==> src/rtl/hspf_defines.vh <==
// Constants for the host serial port framing block
`ifndef HSPF_DEFINES_VH
`define HSPF_DEFINES_VH
`define HSPF_WORD_BITS 16
`define HSPF_BYTE_BITS 8
`define HSPF_CNT_W 5
`define HSPF_CNT_ZERO 5'h00
`define HSPF_CNT_ONE 5'h01
`define HSPF_CNT_BYTE 5'h08
`define HSPF_CNT_WORD 5'h10
`define HSPF_WORD_ZERO 16'h0000
`define HSPF_MODE_SPI 1'b0
`define HSPF_MODE_I2C 1'b1
`endif

==> src/rtl/hspf_sync.v <==
// Two-flop synchroniser for a vector of pin inputs
module hspf_sync #(
    parameter WIDTH = 3
) (
    input wire ref_clk_in,
    input wire sys_rst_in,
    input wire [WIDTH-1:0] async_in,
    output reg [WIDTH-1:0] sync_out
);
    reg [WIDTH-1:0] meta_q;
    always @(posedge ref_clk_in) begin
        if (sys_rst_in) begin
            meta_q <= {WIDTH{1'b1}};
            sync_out <= {WIDTH{1'b1}};
        end else begin
            meta_q <= async_in;
            sync_out <= meta_q;
        end
    end
endmodule // hspf_sync

==> src/rtl/hspf_framing.v <==
// Host command port serial slave: word framing and chip-select handling
// Notes on behaviour
// - A paused serial clock, high or low, loses no received or pending state.
// - In SPI mode with chip select low, every 16 shifted bits become one word.
// - First output bit driven at later of chip-select fall or clock fall.
// - A frame whose clock count is not a multiple of 8 raises frame_error_out at select rise.
// - Several commands may share one chip-select low period.
// - Chip-select rise ends the sequence and resets framing logic.
// - In I2C operation the same pins serve the I2C side.
// - Port gives host access to memory and registers, SPI or I2C.
`include "hspf_defines.vh"
module hspf_framing (
    input wire ref_clk_in,
    input wire sys_rst_in,
    input wire host_serial_clk_in,
    input wire host_chip_select_n_in,
    input wire host_serial_in,
    input wire host_mode_i2c_in,
    input wire [`HSPF_WORD_BITS-1:0] tx_word_in,
    output reg host_serial_out,
    output reg host_serial_oe_n_out,
    output reg [`HSPF_WORD_BITS-1:0] rx_word_out,
    output reg rx_word_valid_out,
    output reg tx_word_taken_out,
    output reg frame_error_out,
    output reg frame_end_out,
    output reg i2c_scl_out,
    output reg i2c_sda_out
);
    wire [2:0] pins_s;
    wire sclk_s;
    wire csn_s;
    wire din_s;
    reg sclk_q;
    reg csn_q;
    reg [`HSPF_CNT_W-1:0] cnt_q;
    reg [`HSPF_WORD_BITS-1:0] shift_q;
    reg [`HSPF_WORD_BITS-1:0] tx_q;
    reg bad_q;
    reg [1:0] tx_state_q;
    wire spi_csn;
    wire sclk_rise;
    wire sclk_fall;
    wire cs_rise;
    wire cs_fall;
    wire [`HSPF_CNT_W-1:0] cnt_inc;
    wire bad_length;

    // Output side states
    localparam TX_IDLE = 2'b00;
    localparam TX_WAIT = 2'b01;
    localparam TX_SEND = 2'b10;

    // Edge finders shared by the clock and the select paths
    function hspf_rise;
        input now_v;
        input prev_v;
        begin
            hspf_rise = now_v & ~prev_v;
        end
    endfunction

    function hspf_fall;
        input now_v;
        input prev_v;
        begin
            hspf_fall = ~now_v & prev_v;
        end
    endfunction

    // Remaining bits of a word once its top bit is on the line
    function [`HSPF_WORD_BITS-1:0] hspf_rest;
        input [`HSPF_WORD_BITS-1:0] word_v;
        begin
            hspf_rest = {word_v[`HSPF_WORD_BITS-2:0], 1'b0};
        end
    endfunction

    hspf_sync #(.WIDTH(3)) u_sync (
        .ref_clk_in(ref_clk_in),
        .sys_rst_in(sys_rst_in),
        .async_in({host_serial_clk_in, host_chip_select_n_in, host_serial_in}),
        .sync_out(pins_s)
    );
    assign sclk_s = pins_s[2];
    assign csn_s = pins_s[1];
    assign din_s = pins_s[0];
    // In I2C mode the SPI framing sees chip select as idle high
    assign spi_csn = csn_s | (host_mode_i2c_in == `HSPF_MODE_I2C);
    assign sclk_rise = hspf_rise(sclk_s, sclk_q);
    assign sclk_fall = hspf_fall(sclk_s, sclk_q);
    assign cs_rise = hspf_rise(spi_csn, csn_q);
    assign cs_fall = hspf_fall(spi_csn, csn_q);
    assign cnt_inc = cnt_q + `HSPF_CNT_ONE;
    // Only whole bytes or whole words end a frame cleanly
    assign bad_length = (cnt_q != `HSPF_CNT_ZERO) && (cnt_q != `HSPF_CNT_BYTE);

    always @(posedge ref_clk_in) begin
        if (sys_rst_in) begin
            // Matches the synchroniser's reset level so no false edge follows reset
            sclk_q <= 1'b1;
            csn_q <= 1'b1;
        end else begin
            sclk_q <= sclk_s;
            csn_q <= spi_csn;
        end
    end

    // Pass-through of shared pins to the I2C side in I2C mode; both held high in SPI mode
    always @(posedge ref_clk_in) begin
        if (sys_rst_in) begin
            i2c_scl_out <= 1'b1;
            i2c_sda_out <= 1'b1;
        end else begin
            i2c_scl_out <= sclk_s | ~host_mode_i2c_in;
            i2c_sda_out <= din_s | ~host_mode_i2c_in;
        end
    end

    // Framing state only moves on clock edges or select rise, so a stalled clock holds it
    always @(posedge ref_clk_in) begin
        if (sys_rst_in) begin
            cnt_q <= `HSPF_CNT_ZERO;
            shift_q <= `HSPF_WORD_ZERO;
            rx_word_out <= `HSPF_WORD_ZERO;
            rx_word_valid_out <= 1'b0;
            frame_error_out <= 1'b0;
            frame_end_out <= 1'b0;
            bad_q <= 1'b0;
        end else begin
            rx_word_valid_out <= 1'b0;
            frame_error_out <= 1'b0;
            frame_end_out <= 1'b0;
            if (cs_rise) begin
                // Close of chip select returns framing to reset
                cnt_q <= `HSPF_CNT_ZERO;
                shift_q <= `HSPF_WORD_ZERO;
                frame_end_out <= 1'b1;
                frame_error_out <= bad_length | bad_q;
                bad_q <= 1'b0;
            end else if (!spi_csn && sclk_rise) begin
                shift_q <= {shift_q[`HSPF_WORD_BITS-2:0], din_s};
                if (cnt_inc == `HSPF_CNT_WORD) begin
                    // Counter wraps so back-to-back words stay framed
                    cnt_q <= `HSPF_CNT_ZERO;
                    rx_word_out <= {shift_q[`HSPF_WORD_BITS-2:0], din_s};
                    rx_word_valid_out <= 1'b1;
                end else begin
                    cnt_q <= cnt_inc;
                end
            end
        end
    end

    // Output shifter: first bit goes out at the later of select fall and clock fall
    always @(posedge ref_clk_in) begin
        if (sys_rst_in) begin
            tx_state_q <= TX_IDLE;
            tx_q <= `HSPF_WORD_ZERO;
            tx_word_taken_out <= 1'b0;
            host_serial_out <= 1'b0;
            host_serial_oe_n_out <= 1'b1;
        end else begin
            tx_word_taken_out <= 1'b0;
            case (tx_state_q)
                TX_IDLE: begin
                    host_serial_oe_n_out <= 1'b1;
                    if (cs_fall && !sclk_s) begin
                        // Clock already low: chip-select fall is the later edge
                        tx_state_q <= TX_SEND;
                        tx_q <= hspf_rest(tx_word_in);
                        host_serial_out <= tx_word_in[`HSPF_WORD_BITS-1];
                        host_serial_oe_n_out <= 1'b0;
                        tx_word_taken_out <= 1'b1;
                    end else if (cs_fall) begin
                        // Clock high at select fall: first bit waits for its fall
                        tx_state_q <= TX_WAIT;
                    end
                end
                TX_WAIT: begin
                    if (spi_csn) begin
                        // Select dropped before any clock: nothing was sent
                        tx_state_q <= TX_IDLE;
                    end else if (sclk_fall) begin
                        tx_state_q <= TX_SEND;
                        tx_q <= hspf_rest(tx_word_in);
                        host_serial_out <= tx_word_in[`HSPF_WORD_BITS-1];
                        host_serial_oe_n_out <= 1'b0;
                        tx_word_taken_out <= 1'b1;
                    end
                end
                TX_SEND: begin
                    if (spi_csn) begin
                        // Release the line as soon as select rises
                        host_serial_oe_n_out <= 1'b1;
                        tx_state_q <= TX_IDLE;
                    end else if (sclk_fall) begin
                        if (cnt_q == `HSPF_CNT_ZERO) begin
                            // Word boundary: fetch the next word to send
                            tx_q <= hspf_rest(tx_word_in);
                            host_serial_out <= tx_word_in[`HSPF_WORD_BITS-1];
                            tx_word_taken_out <= 1'b1;
                        end else begin
                            tx_q <= hspf_rest(tx_q);
                            host_serial_out <= tx_q[`HSPF_WORD_BITS-1];
                        end
                    end
                end
                default: begin
                    tx_state_q <= TX_IDLE;
                end
            endcase
        end
    end
endmodule // hspf_framing

==> config.mk <==
export PLATFORM = sky130hd
export DESIGN_NAME = hspf_framing
export DESIGN_NICKNAME = d
export VERILOG_FILES = /design/src/rtl/hspf_sync.v /design/src/rtl/hspf_framing.v
export VERILOG_INCLUDE_DIRS = /design/src /design/src/rtl
export SDC_FILE = /design/constraint.sdc
export NUM_CORES = 1
export LEC_CHECK = 0
export BUFFER_PORTS_ARGS = -buffer_cell sky130_fd_sc_hd__buf_2
export CAP_MARGIN = 20
export CORE_MARGIN = 4
export CORE_UTILIZATION = 50
export DETAILED_ROUTE_END_ITERATION = 10
export GPL_TIMING_DRIVEN = 0
export PLACE_DENSITY_LB_ADDON = 0.15
export SYNTH_ARGS = -nofsm -noshare
export SYNTH_HDL_FRONTEND = slang
export SYNTH_SLANG_ARGS = --single-unit
==> constraint.sdc <==
create_clock -name ref_clk_in -period 2.1 [get_ports ref_clk_in]
set_input_delay 0.42 -clock ref_clk_in [delete_from_list [all_inputs] [get_ports ref_clk_in]]
set_output_delay 0.42 -clock ref_clk_in [all_outputs]
set_load 0.02 [all_outputs]
# == After elaboration in Yosys (flattened, before gate mapping) ==
# Index checks and enable logic that the tools add are counted.
# op_classes
n_addsub,1
eq_ne,12
mux,35
bitwise_logic,14
reduce_logical,16
# ops
operator,count
2-to-1 mux 16 bit,6
one-hot mux 16 bit (3 select lines),1
2-to-1 mux 1 bit,18
"inequality test 2 bit, second input constant",6
2-to-1 mux 2 bit,5
one-hot mux 1 bit (3 select lines),3
NOT 1 bit,7
"inequality test 3 bit, second input constant",2
one-hot mux 2 bit (3 select lines),1
AND reduction 3 bit,2
AND reduction 6 bit,1
"adder 5 x 1 -> 5 bit, second input constant",1
"equality test 5 bit, second input constant",1
zero test 5 bit,1
2-to-1 mux 5 bit,1
"inequality test 5 x 4 -> 1 bit, second input constant",1
nonzero test 5 bit,1
AND 1 bit,4
AND reduction 4 bit,1
OR reduction 2 bit,2
logical AND 1 bit,3
OR 1 bit,3
nonzero test 3 bit,1
OR reduction 3 bit,1
other kinds (4),5
# totals
register_bits,70
in_bits,22
output_inout_bits,24
word_cells,95

# == Logic depth before layout (Yosys ltp) ==
# Gate-level depths: netlist (run 1).
# depth
ltp_word,6
depth_mapped,9
mapped_depth_nobuf,7

# == Modules after synthesis ==
# From an unflattened synthesis (run 1), not the netlist that was laid out.
# hier_totals
cells_unflattened,305
area_unflattened_um2,2860.2
# modules_own_cells
module,n_inst,cells_each,area_per_inst_um2,seq_area_each_um2
hspf_framing,1,293,2702.6,1261.2
hspf_sync,1,12,157.7,120.1

# == Worst setup path before layout (run 1) ==
# OpenSTA, ideal clock, no wires.
# synth_timing
kind,reg-to-reg
start,reg cnt_q[0]
end,reg rx_word_out[6]
setup_time_ps,128
arrival_ps,1750
required_time_ps,1972
setup_slack_ps,223
stages_incl_launch_ff,8
n_path_buf,1
synth_period_minus_slack_ps,1877
path_cell_list,dfxtp_1 > ha_1 > nand3_1 > xor2_1 > nor3_4 > buf_6 > mux2i_1 > nor2_1
# synth_between
elab_chain_len,3
# synth_lines
element,line,rtl
from (decl),hspf_framing.v:36,reg [`HSPF_CNT_W-1:0] cnt_q;
from (signal assigned),hspf_framing.v:123,cnt_q <= `HSPF_CNT_ZERO;
from (signal assigned),hspf_framing.v:136,cnt_q <= `HSPF_CNT_ZERO;
from (signal assigned),hspf_framing.v:145,cnt_q <= `HSPF_CNT_ZERO;
adder 5 x 1 -> 5 bit (no line),-,
equality test 5 bit (no line),-,
AND reduction 3 bit (no line),-,
to (signal assigned),hspf_framing.v:125,rx_word_out <= `HSPF_WORD_ZERO;
to (signal assigned),hspf_framing.v:146,"rx_word_out <= {shift_q[`HSPF_WORD_BITS-2:0], din_s};"
to (decl),hspf_framing.v:22,"output reg [`HSPF_WORD_BITS-1:0] rx_word_out,"
# Every way passes these cells.
# A chain may end at the register's enable or synchronous reset.

# == Final worst setup path (run 1) ==
# layout_timing
start,reg tx_state_q[0]
end,reg tx_q[13]
# layout_between
elab_chain_len,3
elab_cells_between_ends,11
cone_classes,7 x eq/ne; 1 x mux; 3 x reduce/logical
# layout_lines
element,line,rtl
from (decl),hspf_framing.v:40,reg [1:0] tx_state_q;
from (signal assigned),hspf_framing.v:158,tx_state_q <= TX_IDLE;
from (signal assigned),hspf_framing.v:170,tx_state_q <= TX_SEND;
from (signal assigned),hspf_framing.v:177,tx_state_q <= TX_WAIT;
"equality test 2 x 1 -> 1 bit, or another cell as far along",hspf_framing.v:165,case (tx_state_q)
inequality test 2 bit (no line) or nonzero test 3 bit (tied branches),-,
AND reduction 6 bit (no line),-,
to (signal assigned),hspf_framing.v:159,tx_q <= `HSPF_WORD_ZERO;
to (signal assigned),hspf_framing.v:171,tx_q <= hspf_rest(tx_word_in);
to (signal assigned),hspf_framing.v:186,tx_q <= hspf_rest(tx_word_in);
to (decl),hspf_framing.v:38,reg [`HSPF_WORD_BITS-1:0] tx_q;
# Parallel ways exist; a longest one is shown, timed or not.

==> impl_metrics.csv, run 1 <==
group,metric,value,unit
worst_setup_path,r2r_setup_slack,0.21,ns
synthesis,post_synth_mux_area_share,0.122,
worst_hold_path,hp-class,"input pin to flip-flop",
synthesis,asyncSetResetFlopFracSynth,0,
synthesis,netlist_area,0.00280,sq mm
worst_setup_path,critical-path-slowest-cell,"sky130_fd_sc_hd__clkbuf_1",
routing,antenna_left,0,
placement,detailed_place.area,0.00311,sq mm
routing,drcViolationCount,0,
cts,clockRootBuffer,"sky130_fd_sc_hd__clkbuf_8",
routing,via_count,2124,
cts,cts_tree,"yes",
timing,grt_setup_unrepaired,"no",
worst_setup_path,cp_data_required_time,2.29,ns
synthesis,yosys.area.top_type,"sky130_fd_sc_hd__dfxtp_1",
grt,gr-usage-all-layers,0.178,
placement,pre_cts_setup_slack,-0.0706,ns
synthesis,mappedNetlistNets,318,
worst_setup_path,crit_path_cell_trace,"inv_1 -> ha_1 -> inv_1 -> a22oi_1 -> nor3_2 -> clkbuf_1 -> a211oi_1",
cts,cts.sink_count,69,
die,die_x,82.8,microns
status,run_status,"complete, no violations",
timing,finClkSkew,0.00809,ns
synthesis,synth_warnings,0,
synthesis,synth_compound_area_frac,0.112,
timing,worst_hold_slack,0.269,ns
power_and_ir_drop,totalPowerFinal,2.70,mW
timing,worstMarginPinSlew,0.608,ns
worst_hold_path,whs_path_depth,2,
timing,setup_total_negative_slack,0,ns
die,die-area,0.00685,sq mm
worst_setup_path,timing.setup.critical_path_class,"flip-flop to flip-flop",
timing,report.final.hold_viol_count,0,
power_and_ir_drop,net-switching-power,0.651,mW
timing,final.setup.worst_slack,0.212,ns
grt,initial_antenna_violation_count,0,
timing,fmax,530,MHz
worst_setup_path,timing.critical_path.arrival,2.08,ns
synthesis,synthSimpleGateAreaFrac,0.194,
power_and_ir_drop,intPower,2.05,mW
synthesis,ys_ff_latch,69,
placement,gpl.final_weighted_congestion,0.848,
cells_and_area,count_of_placed_standard_cells_in_the_final_layout_fillers_left_out,420,
worst_setup_path,crit_reg_reg_endpoint,"tx_q[13]$_SDFFE_PP0P_",
routing,dr.pass1.iters,4,
cts,cts.clk_slew.worst_paths,0.07,ns
worst_setup_path,crit-reg2reg-launch,"tx_state_q[0]$_SDFFE_PP0P_",
grt,grt_start_max_net_pins,12,
timing,drv_slew,0,
synthesis,synth_xor_xnor_area_share,0.00940,
worst_setup_path,rr_worst_depth,7,
synthesis,postSynthCellCount,289,
worst_setup_path,critical_path.max_fanout,10,
die,core_area,0.00527,sq mm
die,ports_placed_on_the_boundary,46,
die,floorplan.die.height,82.8,microns
timing,slew_headroom,0.593,
cts,clock_path_buffers,2,
cells_and_area,utilization,0.626,
worst_setup_path,timing.critical_path.from_type,"flip-flop",
power_and_ir_drop,pwr-share-clk,0.387,
power_and_ir_drop,peakVddDrop,0.496,mV
synthesis,syn-mean-instance-area,9.68,sq um
routing,detailedRoute.firstIterationViolations,138,
synthesis,synth_enable_flop_cells,0,
worst_setup_path,slowest_delay,0.41,ns
die,floorplan.rows,26,
timing,finalWorstPathRequiredPeriod,1.89,ns
routing,wl,5.41,mm
worst_setup_path,cp-end-kind,"flip-flop",
power_and_ir_drop,power.density_cell_area,819,mW/mm^2
synthesis,synthAdderAreaFrac,0.0313,
timing,setup_viol_count_final,0,
grt,global_route.overflow_total,0,
worst_setup_path,worstSetupStartpoint,"tx_state_q[0]$_SDFFE_PP0P_",
cells_and_area,area.growth.synth_to_final,18.0,%
power_and_ir_drop,leakage,1.41,nW
placement,numPlacedInstances,404,
cells_and_area,drive_gt1_frac,0.240,
placement,place_hpwl,3.77,mm
synthesis,synthTopCellsByArea,"sky130_fd_sc_hd__dfxtp_1 (49%), sky130_fd_sc_hd__mux2i_1 (12%), sky130_fd_sc_hd__nor2_1 (5.0%)",
grt,grt_pass1_vias,1992,
grt,wire_length_of_the_first_global_routing_pass,9.17,mm
synthesis,synth_top_area_frac,0.494,
cts,worst_skew_pair_later_pin_latency,0.34,ns
cells_and_area,nets,374,
run,cap_violations,0,
synthesis,synth_top_family_by_area,"simple AND/OR/NAND/NOR gates",
placement,io_buffers,45,
cts,cts-resized-gates,0,
power_and_ir_drop,power_frac_seq,0.521,
routing,viasPerCell,5.06,
cts,cts_htree_levels,3,
worst_hold_path,min-delay-start,"host_serial_clk_in",
worst_setup_path,critical-path-top-cell-by-count,"sky130_fd_sc_hd__inv_1",
cells_and_area,post_route_cell_area,0.00330,sq mm
synthesis,yosysUniqueCellTypes,46,
cells_and_area,num_antenna_cells,0,
power_and_ir_drop,switching_share,0.241,
synthesis,post_synth_most_frequent_cells,"sky130_fd_sc_hd__dfxtp_1 (69), sky130_fd_sc_hd__nor2_1 (37), sky130_fd_sc_hd__nand2_1 (36)",
synthesis,synth_most_common_cell,"sky130_fd_sc_hd__dfxtp_1",
worst_hold_path,holdPathEnd,"u_sync.meta_q[2]$_SDFF_PP1_",
cts,numCtsBuffers,9,
timing,final.period_utilization,0.899,
power_and_ir_drop,power_frac_comb,0.092,
die,initial_utilization,0.531,
synthesis,synth_seq_area_share,0.494,
routing,routed_wire_length_per_instance,12.9,microns
synthesis,synthFlopType,"sky130_fd_sc_hd__dfxtp_1",
cells by family after synthesis:
logic type               count (synthesis)
AND/OR/NAND/NOR                        106
flip-flops                              69
AO/OA/AOI/OAI                           47
multiplexers                            34
buffers and inverters                   23
adder cells (fa/ha/maj)                  7
XOR/XNOR                                 3
cell usage in the layout, fill, tap and decap left out, types with 2 or more instances in the layout:
cell,instances
sky130_fd_sc_hd__a211oi_1,15
sky130_fd_sc_hd__nand2b_1,3
sky130_fd_sc_hd__clkbuf_8,10
sky130_fd_sc_hd__clkbuf_1,11
sky130_fd_sc_hd__a21oi_1,19
sky130_fd_sc_hd__mux2i_1,33
sky130_fd_sc_hd__buf_4,2
sky130_fd_sc_hd__clkinv_2,4
sky130_fd_sc_hd__ha_1,7
sky130_fd_sc_hd__inv_1,6
sky130_fd_sc_hd__nor4b_2,2
sky130_fd_sc_hd__buf_2,48
sky130_fd_sc_hd__dfxtp_1,69
sky130_fd_sc_hd__nor3_1,2
sky130_fd_sc_hd__nand3_1,3
sky130_fd_sc_hd__a22oi_1,2
sky130_fd_sc_hd__xor2_1,3
sky130_fd_sc_hd__nand2_1,36
sky130_fd_sc_hd__or2_2,7
sky130_fd_sc_hd__or3b_2,2
sky130_fd_sc_hd__nor2b_1,3
sky130_fd_sc_hd__nor2_1,37
final cells by class:
class / instances / area (sq um)
Clock inverter: 5 / 50.0
Buffer: 16 / 75.1
Tap cell: 70 / 87.6
Sequential cell: 69 / 1380
Inverter: 6 / 22.5
Multi-Input combinational cell: 197 / 1310
Timing Repair Buffer: 46 / 233
Fill cell: 489 / 1970
Clock buffer: 11 / 141
layer usage:
layer,GRT usage,vias to the layer above,wire length (microns)
met1,0.240,978,2710
met3,0.0551,4,250
met5,0,-,0
met4,0.0735,0,37
li1,-,1100,-
met2,0.265,42,2410
repair_timing:
action	4_1_cts	5_1_grt
setup endpoints to repair	10	9
hold buffers	0	0
buffers inserted	1	0
gates cloned	0	0
pin swaps	1	0
power by group through the flow:
stage	Sequential [mW]	Combinational, mW	Clock (mW)
after floorplan	1.44	0.173	0
after detailed placement	1.44	0.249	0
after global routing	1.41	0.284	1.13
final	1.41	0.248	1.05
after global placement	1.43	0.245	0
after CTS	1.41	0.250	1.08
state kept, by name (all words and copies together), names as in the netlist, 2 cells and up:
register         flops
tx_q                15
rx_word_out         16
u_sync.sync_out      3
u_sync.meta_q        3
shift_q             15
cnt_q                5
tx_state_q           2
worst max-delay path, delay by kind of cell (launching register included):
kind                       cells  cell delay [ns]
and+or+nand+nor                1             0.28
DFF                            1             0.40
AOI/OAI and AO/OA              2             0.24
adders and majority gates      1             0.24
buffers and inverters          3             0.59
worst max path at each step:
stage | slack (ns) | cells past startpoint | end
after floorplan | 0.22 | 7 | rx_word_out[6]$_SDFFE_PP0P_
after global placement | -0.02 | 7 | rx_word_out[6]$_SDFFE_PP0P_
after detailed placement | -0.07 | 7 | rx_word_out[7]$_SDFFE_PP0P_
after CTS | 0.13 | 9 | tx_q[13]$_SDFFE_PP0P_
after global routing | 0.03 | 7 | host_serial_out$_SDFFE_PP0P_
final | 0.21 | 7 | tx_q[13]$_SDFFE_PP0P_
Note: power is estimated with default switching activity, not from simulation.
==> run 2: changes to the inputs <==
--- a/config.mk
+++ b/config.mk
@@ -10,9 +10,12 @@
 export CAP_MARGIN = 20
 export CORE_MARGIN = 4
 export CORE_UTILIZATION = 50
+export CTS_BUF_LIST = sky130_fd_sc_hd__clkbuf_8 sky130_fd_sc_hd__clkbuf_16
 export DETAILED_ROUTE_END_ITERATION = 10
 export GPL_TIMING_DRIVEN = 0
 export PLACE_DENSITY_LB_ADDON = 0.15
+export RECOVER_POWER = 100
 export SYNTH_ARGS = -nofsm -noshare
 export SYNTH_HDL_FRONTEND = slang
+export SYNTH_HIERARCHICAL = 1
 export SYNTH_SLANG_ARGS = --single-unit
==> run 2 against run 1 <==
  * Maximum frequency decreased by 3.2%
  * Area after synthesis increased by 2.3%
  * Sequential power is 12% higher
  * Count of clock-buffer cells in the layout grew 1
  * Register-to-register slack got worse by 0.06 ns
==> impl_metrics.csv, run 2 <==
group,metric,value,unit
grt,wire_length_of_the_first_global_routing_pass,10.4,mm
routing,dr.pass1.iters,4,
die,core_area,0.00554,sq mm
synthesis,ys_ff_latch,69,
worst_setup_path,r2r_setup_slack,0.15,ns
synthesis,asyncSetResetFlopFracSynth,0,
die,ports_placed_on_the_boundary,46,
routing,detailedRoute.firstIterationViolations,114,
cells_and_area,biggestRegsByFlops,"rx_word_out x16, shift_q x15, tx_q x15",
cells_and_area,flip_flop_count_of_the_largest_register_all_copies_and_words_added,16,
synthesis,synth_most_common_cell,"sky130_fd_sc_hd__dfxtp_1",
status,run_status,"complete, no violations",
synthesis,synth_enable_flop_cells,0,
die,floorplan.die.height,83.6,microns
placement,io_buffers,45,
cells_and_area,post_route_cell_area,0.00340,sq mm
grt,grt_start_max_net_pins,12,
worst_setup_path,cp-end-kind,"flip-flop",
cells_and_area,area.growth.synth_to_final,18.8,%
power_and_ir_drop,leakage,1.34,nW
die,die_x,83.6,microns
synthesis,post_synth_mux_area_share,0.0669,
grt,gr-usage-all-layers,0.183,
timing,final.setup.worst_slack,0.150,ns
synthesis,netlist_area,0.00286,sq mm
worst_setup_path,timing.critical_path.arrival,2.15,ns
grt,grt_pass1_vias,2231,
synthesis,synth_seq_area_share,0.483,
synthesis,synth_top_area_frac,0.483,
timing,slew_headroom,0.569,
routing,antenna_left,0,
timing,fmax,513,MHz
cts,cts.clk_slew.worst_paths,0.07,ns
cts,cts_htree_levels,3,
placement,detailed_place.area,0.00318,sq mm
synthesis,mappedNetlistNets,333,
die,initial_utilization,0.516,
grt,global_route.overflow_total,0,
cells_and_area,mostFrequentLayoutCells,"sky130_fd_sc_hd__dfxtp_1 (69), sky130_fd_sc_hd__clkbuf_1 (37), sky130_fd_sc_hd__nand2_1 (37)",
synthesis,synth_xor_xnor_area_share,0.00612,
synthesis,postSynthCellCount,305,
synthesis,synthFlopType,"sky130_fd_sc_hd__dfxtp_1",
placement,gpl.final_weighted_congestion,0.840,
cts,numCtsBuffers,9,
routing,drcViolationCount,0,
synthesis,synth_top_family_by_area,"compound AO/OA/AOI/OAI gates",
power_and_ir_drop,totalPowerFinal,3.81,mW
synthesis,yosys.area.top_type,"sky130_fd_sc_hd__dfxtp_1",
worst_setup_path,timing.setup.critical_path_class,"flip-flop to flip-flop",
synthesis,yosysUniqueCellTypes,42,
routing,viasPerCell,5.24,
placement,pre_cts_setup_slack,0.0107,ns
synthesis,synth_compound_area_frac,0.196,
synthesis,synthSimpleGateAreaFrac,0.178,
synthesis,syn-mean-instance-area,9.38,sq um
die,floorplan.rows,27,
synthesis,synth_warnings,6,
cells_and_area,drive_gt1_frac,0.192,
cells_and_area,registers.top_by_ff_count,"rx_word_out",
cts,clockRootBuffer,"sky130_fd_sc_hd__clkbuf_8",
cts,worst_skew_pair_later_pin_latency,0.33,ns
timing,drv_slew,0,
routing,via_count,2316,
timing,grt_setup_unrepaired,"no",
grt,initial_antenna_violation_count,0,
routing,wl,6.01,mm
timing,finClkSkew,0.00485,ns
placement,place_hpwl,4.18,mm
cells_and_area,nets,395,
cts,cts.sink_count,69,
run,cap_violations,0,
worst_setup_path,critical_path.max_fanout,10,
worst_setup_path,timing.critical_path.from_type,"flip-flop",
timing,worstMarginPinSlew,0.629,ns
cells_and_area,num_antenna_cells,0,
worst_hold_path,hp-class,"input pin to flip-flop",
synthesis,synthAdderAreaFrac,0.0262,
power_and_ir_drop,peakVddDrop,0.634,mV
power_and_ir_drop,power.density_cell_area,1120,mW/mm^2
timing,setup_viol_count_final,0,
synthesis,post_synth_most_frequent_cells,"sky130_fd_sc_hd__dfxtp_1 (69), sky130_fd_sc_hd__nand2_1 (37), sky130_fd_sc_hd__a21oi_1 (36)",
synthesis,synthTopCellsByArea,"sky130_fd_sc_hd__dfxtp_1 (48%), sky130_fd_sc_hd__a21oi_1 (6.3%), sky130_fd_sc_hd__mux2i_1 (6.3%)",
cts,clock_path_buffers,2,
timing,final.period_utilization,0.929,
timing,report.final.hold_viol_count,0,
routing,routed_wire_length_per_instance,13.6,microns
timing,finalWorstPathRequiredPeriod,1.95,ns
cells_and_area,mostFrequentLayoutCell,"sky130_fd_sc_hd__dfxtp_1",
worst_setup_path,cp_data_required_time,2.30,ns
cts,cts_tree,"yes",
die,die-area,0.00699,sq mm
run 2: cell count changes in the layout (fill, tap and decap cells not counted), sizes merged, moves of 15 or more:
cell	before	now
buf	52	32
clkbuf	21	50
mux2i	33	18
a21oi	19	36
o21ai	2	19
nor2	38	22
nand3	3	20
run 2: timing repair:
action                                  in CTS  in global routing
resized for setup                            0                  2
hold buffers                                 0                  0
buffers inserted                             2                  4
gates cloned                                 0                  0
endpoints found under the setup margin       1                 23
pin swaps                                    1                  1
run 2: report_power, final:
part	leakage [nW]	switching, mW	internal (mW)
clock network	0.106	0.448	0.629
logic	0.669	0.599	0.556
registers	0.561	0.0907	1.49
total	1.34	1.14	2.67
run 2: critical path, cell delays in order, from the launching register on:
cell and delay [ns]:
sky130_fd_sc_hd__dfxtp_1 0.36, sky130_fd_sc_hd__inv_1 0.07, sky130_fd_sc_hd__ha_1 0.14, sky130_fd_sc_hd__or3b_2 0.50
sky130_fd_sc_hd__o21ai_4 0.21, sky130_fd_sc_hd__buf_6 0.19, sky130_fd_sc_hd__mux2i_1 0.25, sky130_fd_sc_hd__a211oi_2 0.09
run 2: logic make-up after synthesis:
logic type	after synthesis
adder cells (fa/ha/maj)	6
buffers and inverters	25
AND/OR/NAND/NOR	105
multiplexers	19
AO/OA/AOI/OAI	79
flip-flops	69
XOR/XNOR	2
run 2: stage by stage:
stage          utilization   TNS (ns)  hold slack [ns]  cells
2_1_floorplan            -          0            0.383    305
3_3_place_gp         0.573  -0.000891            0.387    422
3_5_place_dp         0.573          0            0.391    422
4_1_cts              0.612          0            0.240    438
5_1_grt              0.613          0            0.235    442
6_report             0.613          0            0.255    442
run 2: final cells by class:
class | instances | area (sq um)
plain buffers | 19 | 101
clock buffers | 12 | 165
clock inverters | 2 | 33.8
fillers | 520 | 2140
inverters | 6 | 22.5
multi-input cells | 211 | 1360
flip-flops and latches | 69 | 1380
well taps | 72 | 90.1
repair buffers | 51 | 239
run 2: per-layer routing:
metal	global-route usage	wire [microns]	part of all wire	vias up
li1	-	-	-	1190
met2	0.272	2600	0.43	51
met1	0.248	2940	0.49	1065
met3	0.0454	336	0.056	10
met4	0.0921	128	0.021	0
met5	0	0	0	-
run 2: path summary, 6_finish.rpt:
| kind | end | from | cells past startpoint |
|---|---|---|---|
| max | tx_q[14]$_SDFFE_PP0P_ | cnt_q[0]$_SDFFE_PP0P_ | 7 |
| min | u_sync/meta_q[1]$_SDFF_PP1_ | host_chip_select_n_in | 2 |
| max reg2reg | tx_q[14]$_SDFFE_PP0P_ | cnt_q[0]$_SDFFE_PP0P_ | 7 |
| min reg2reg | u_sync/sync_out[0]$_SDFF_PP1_ | u_sync/meta_q[0]$_SDFF_PP1_ | 1 |
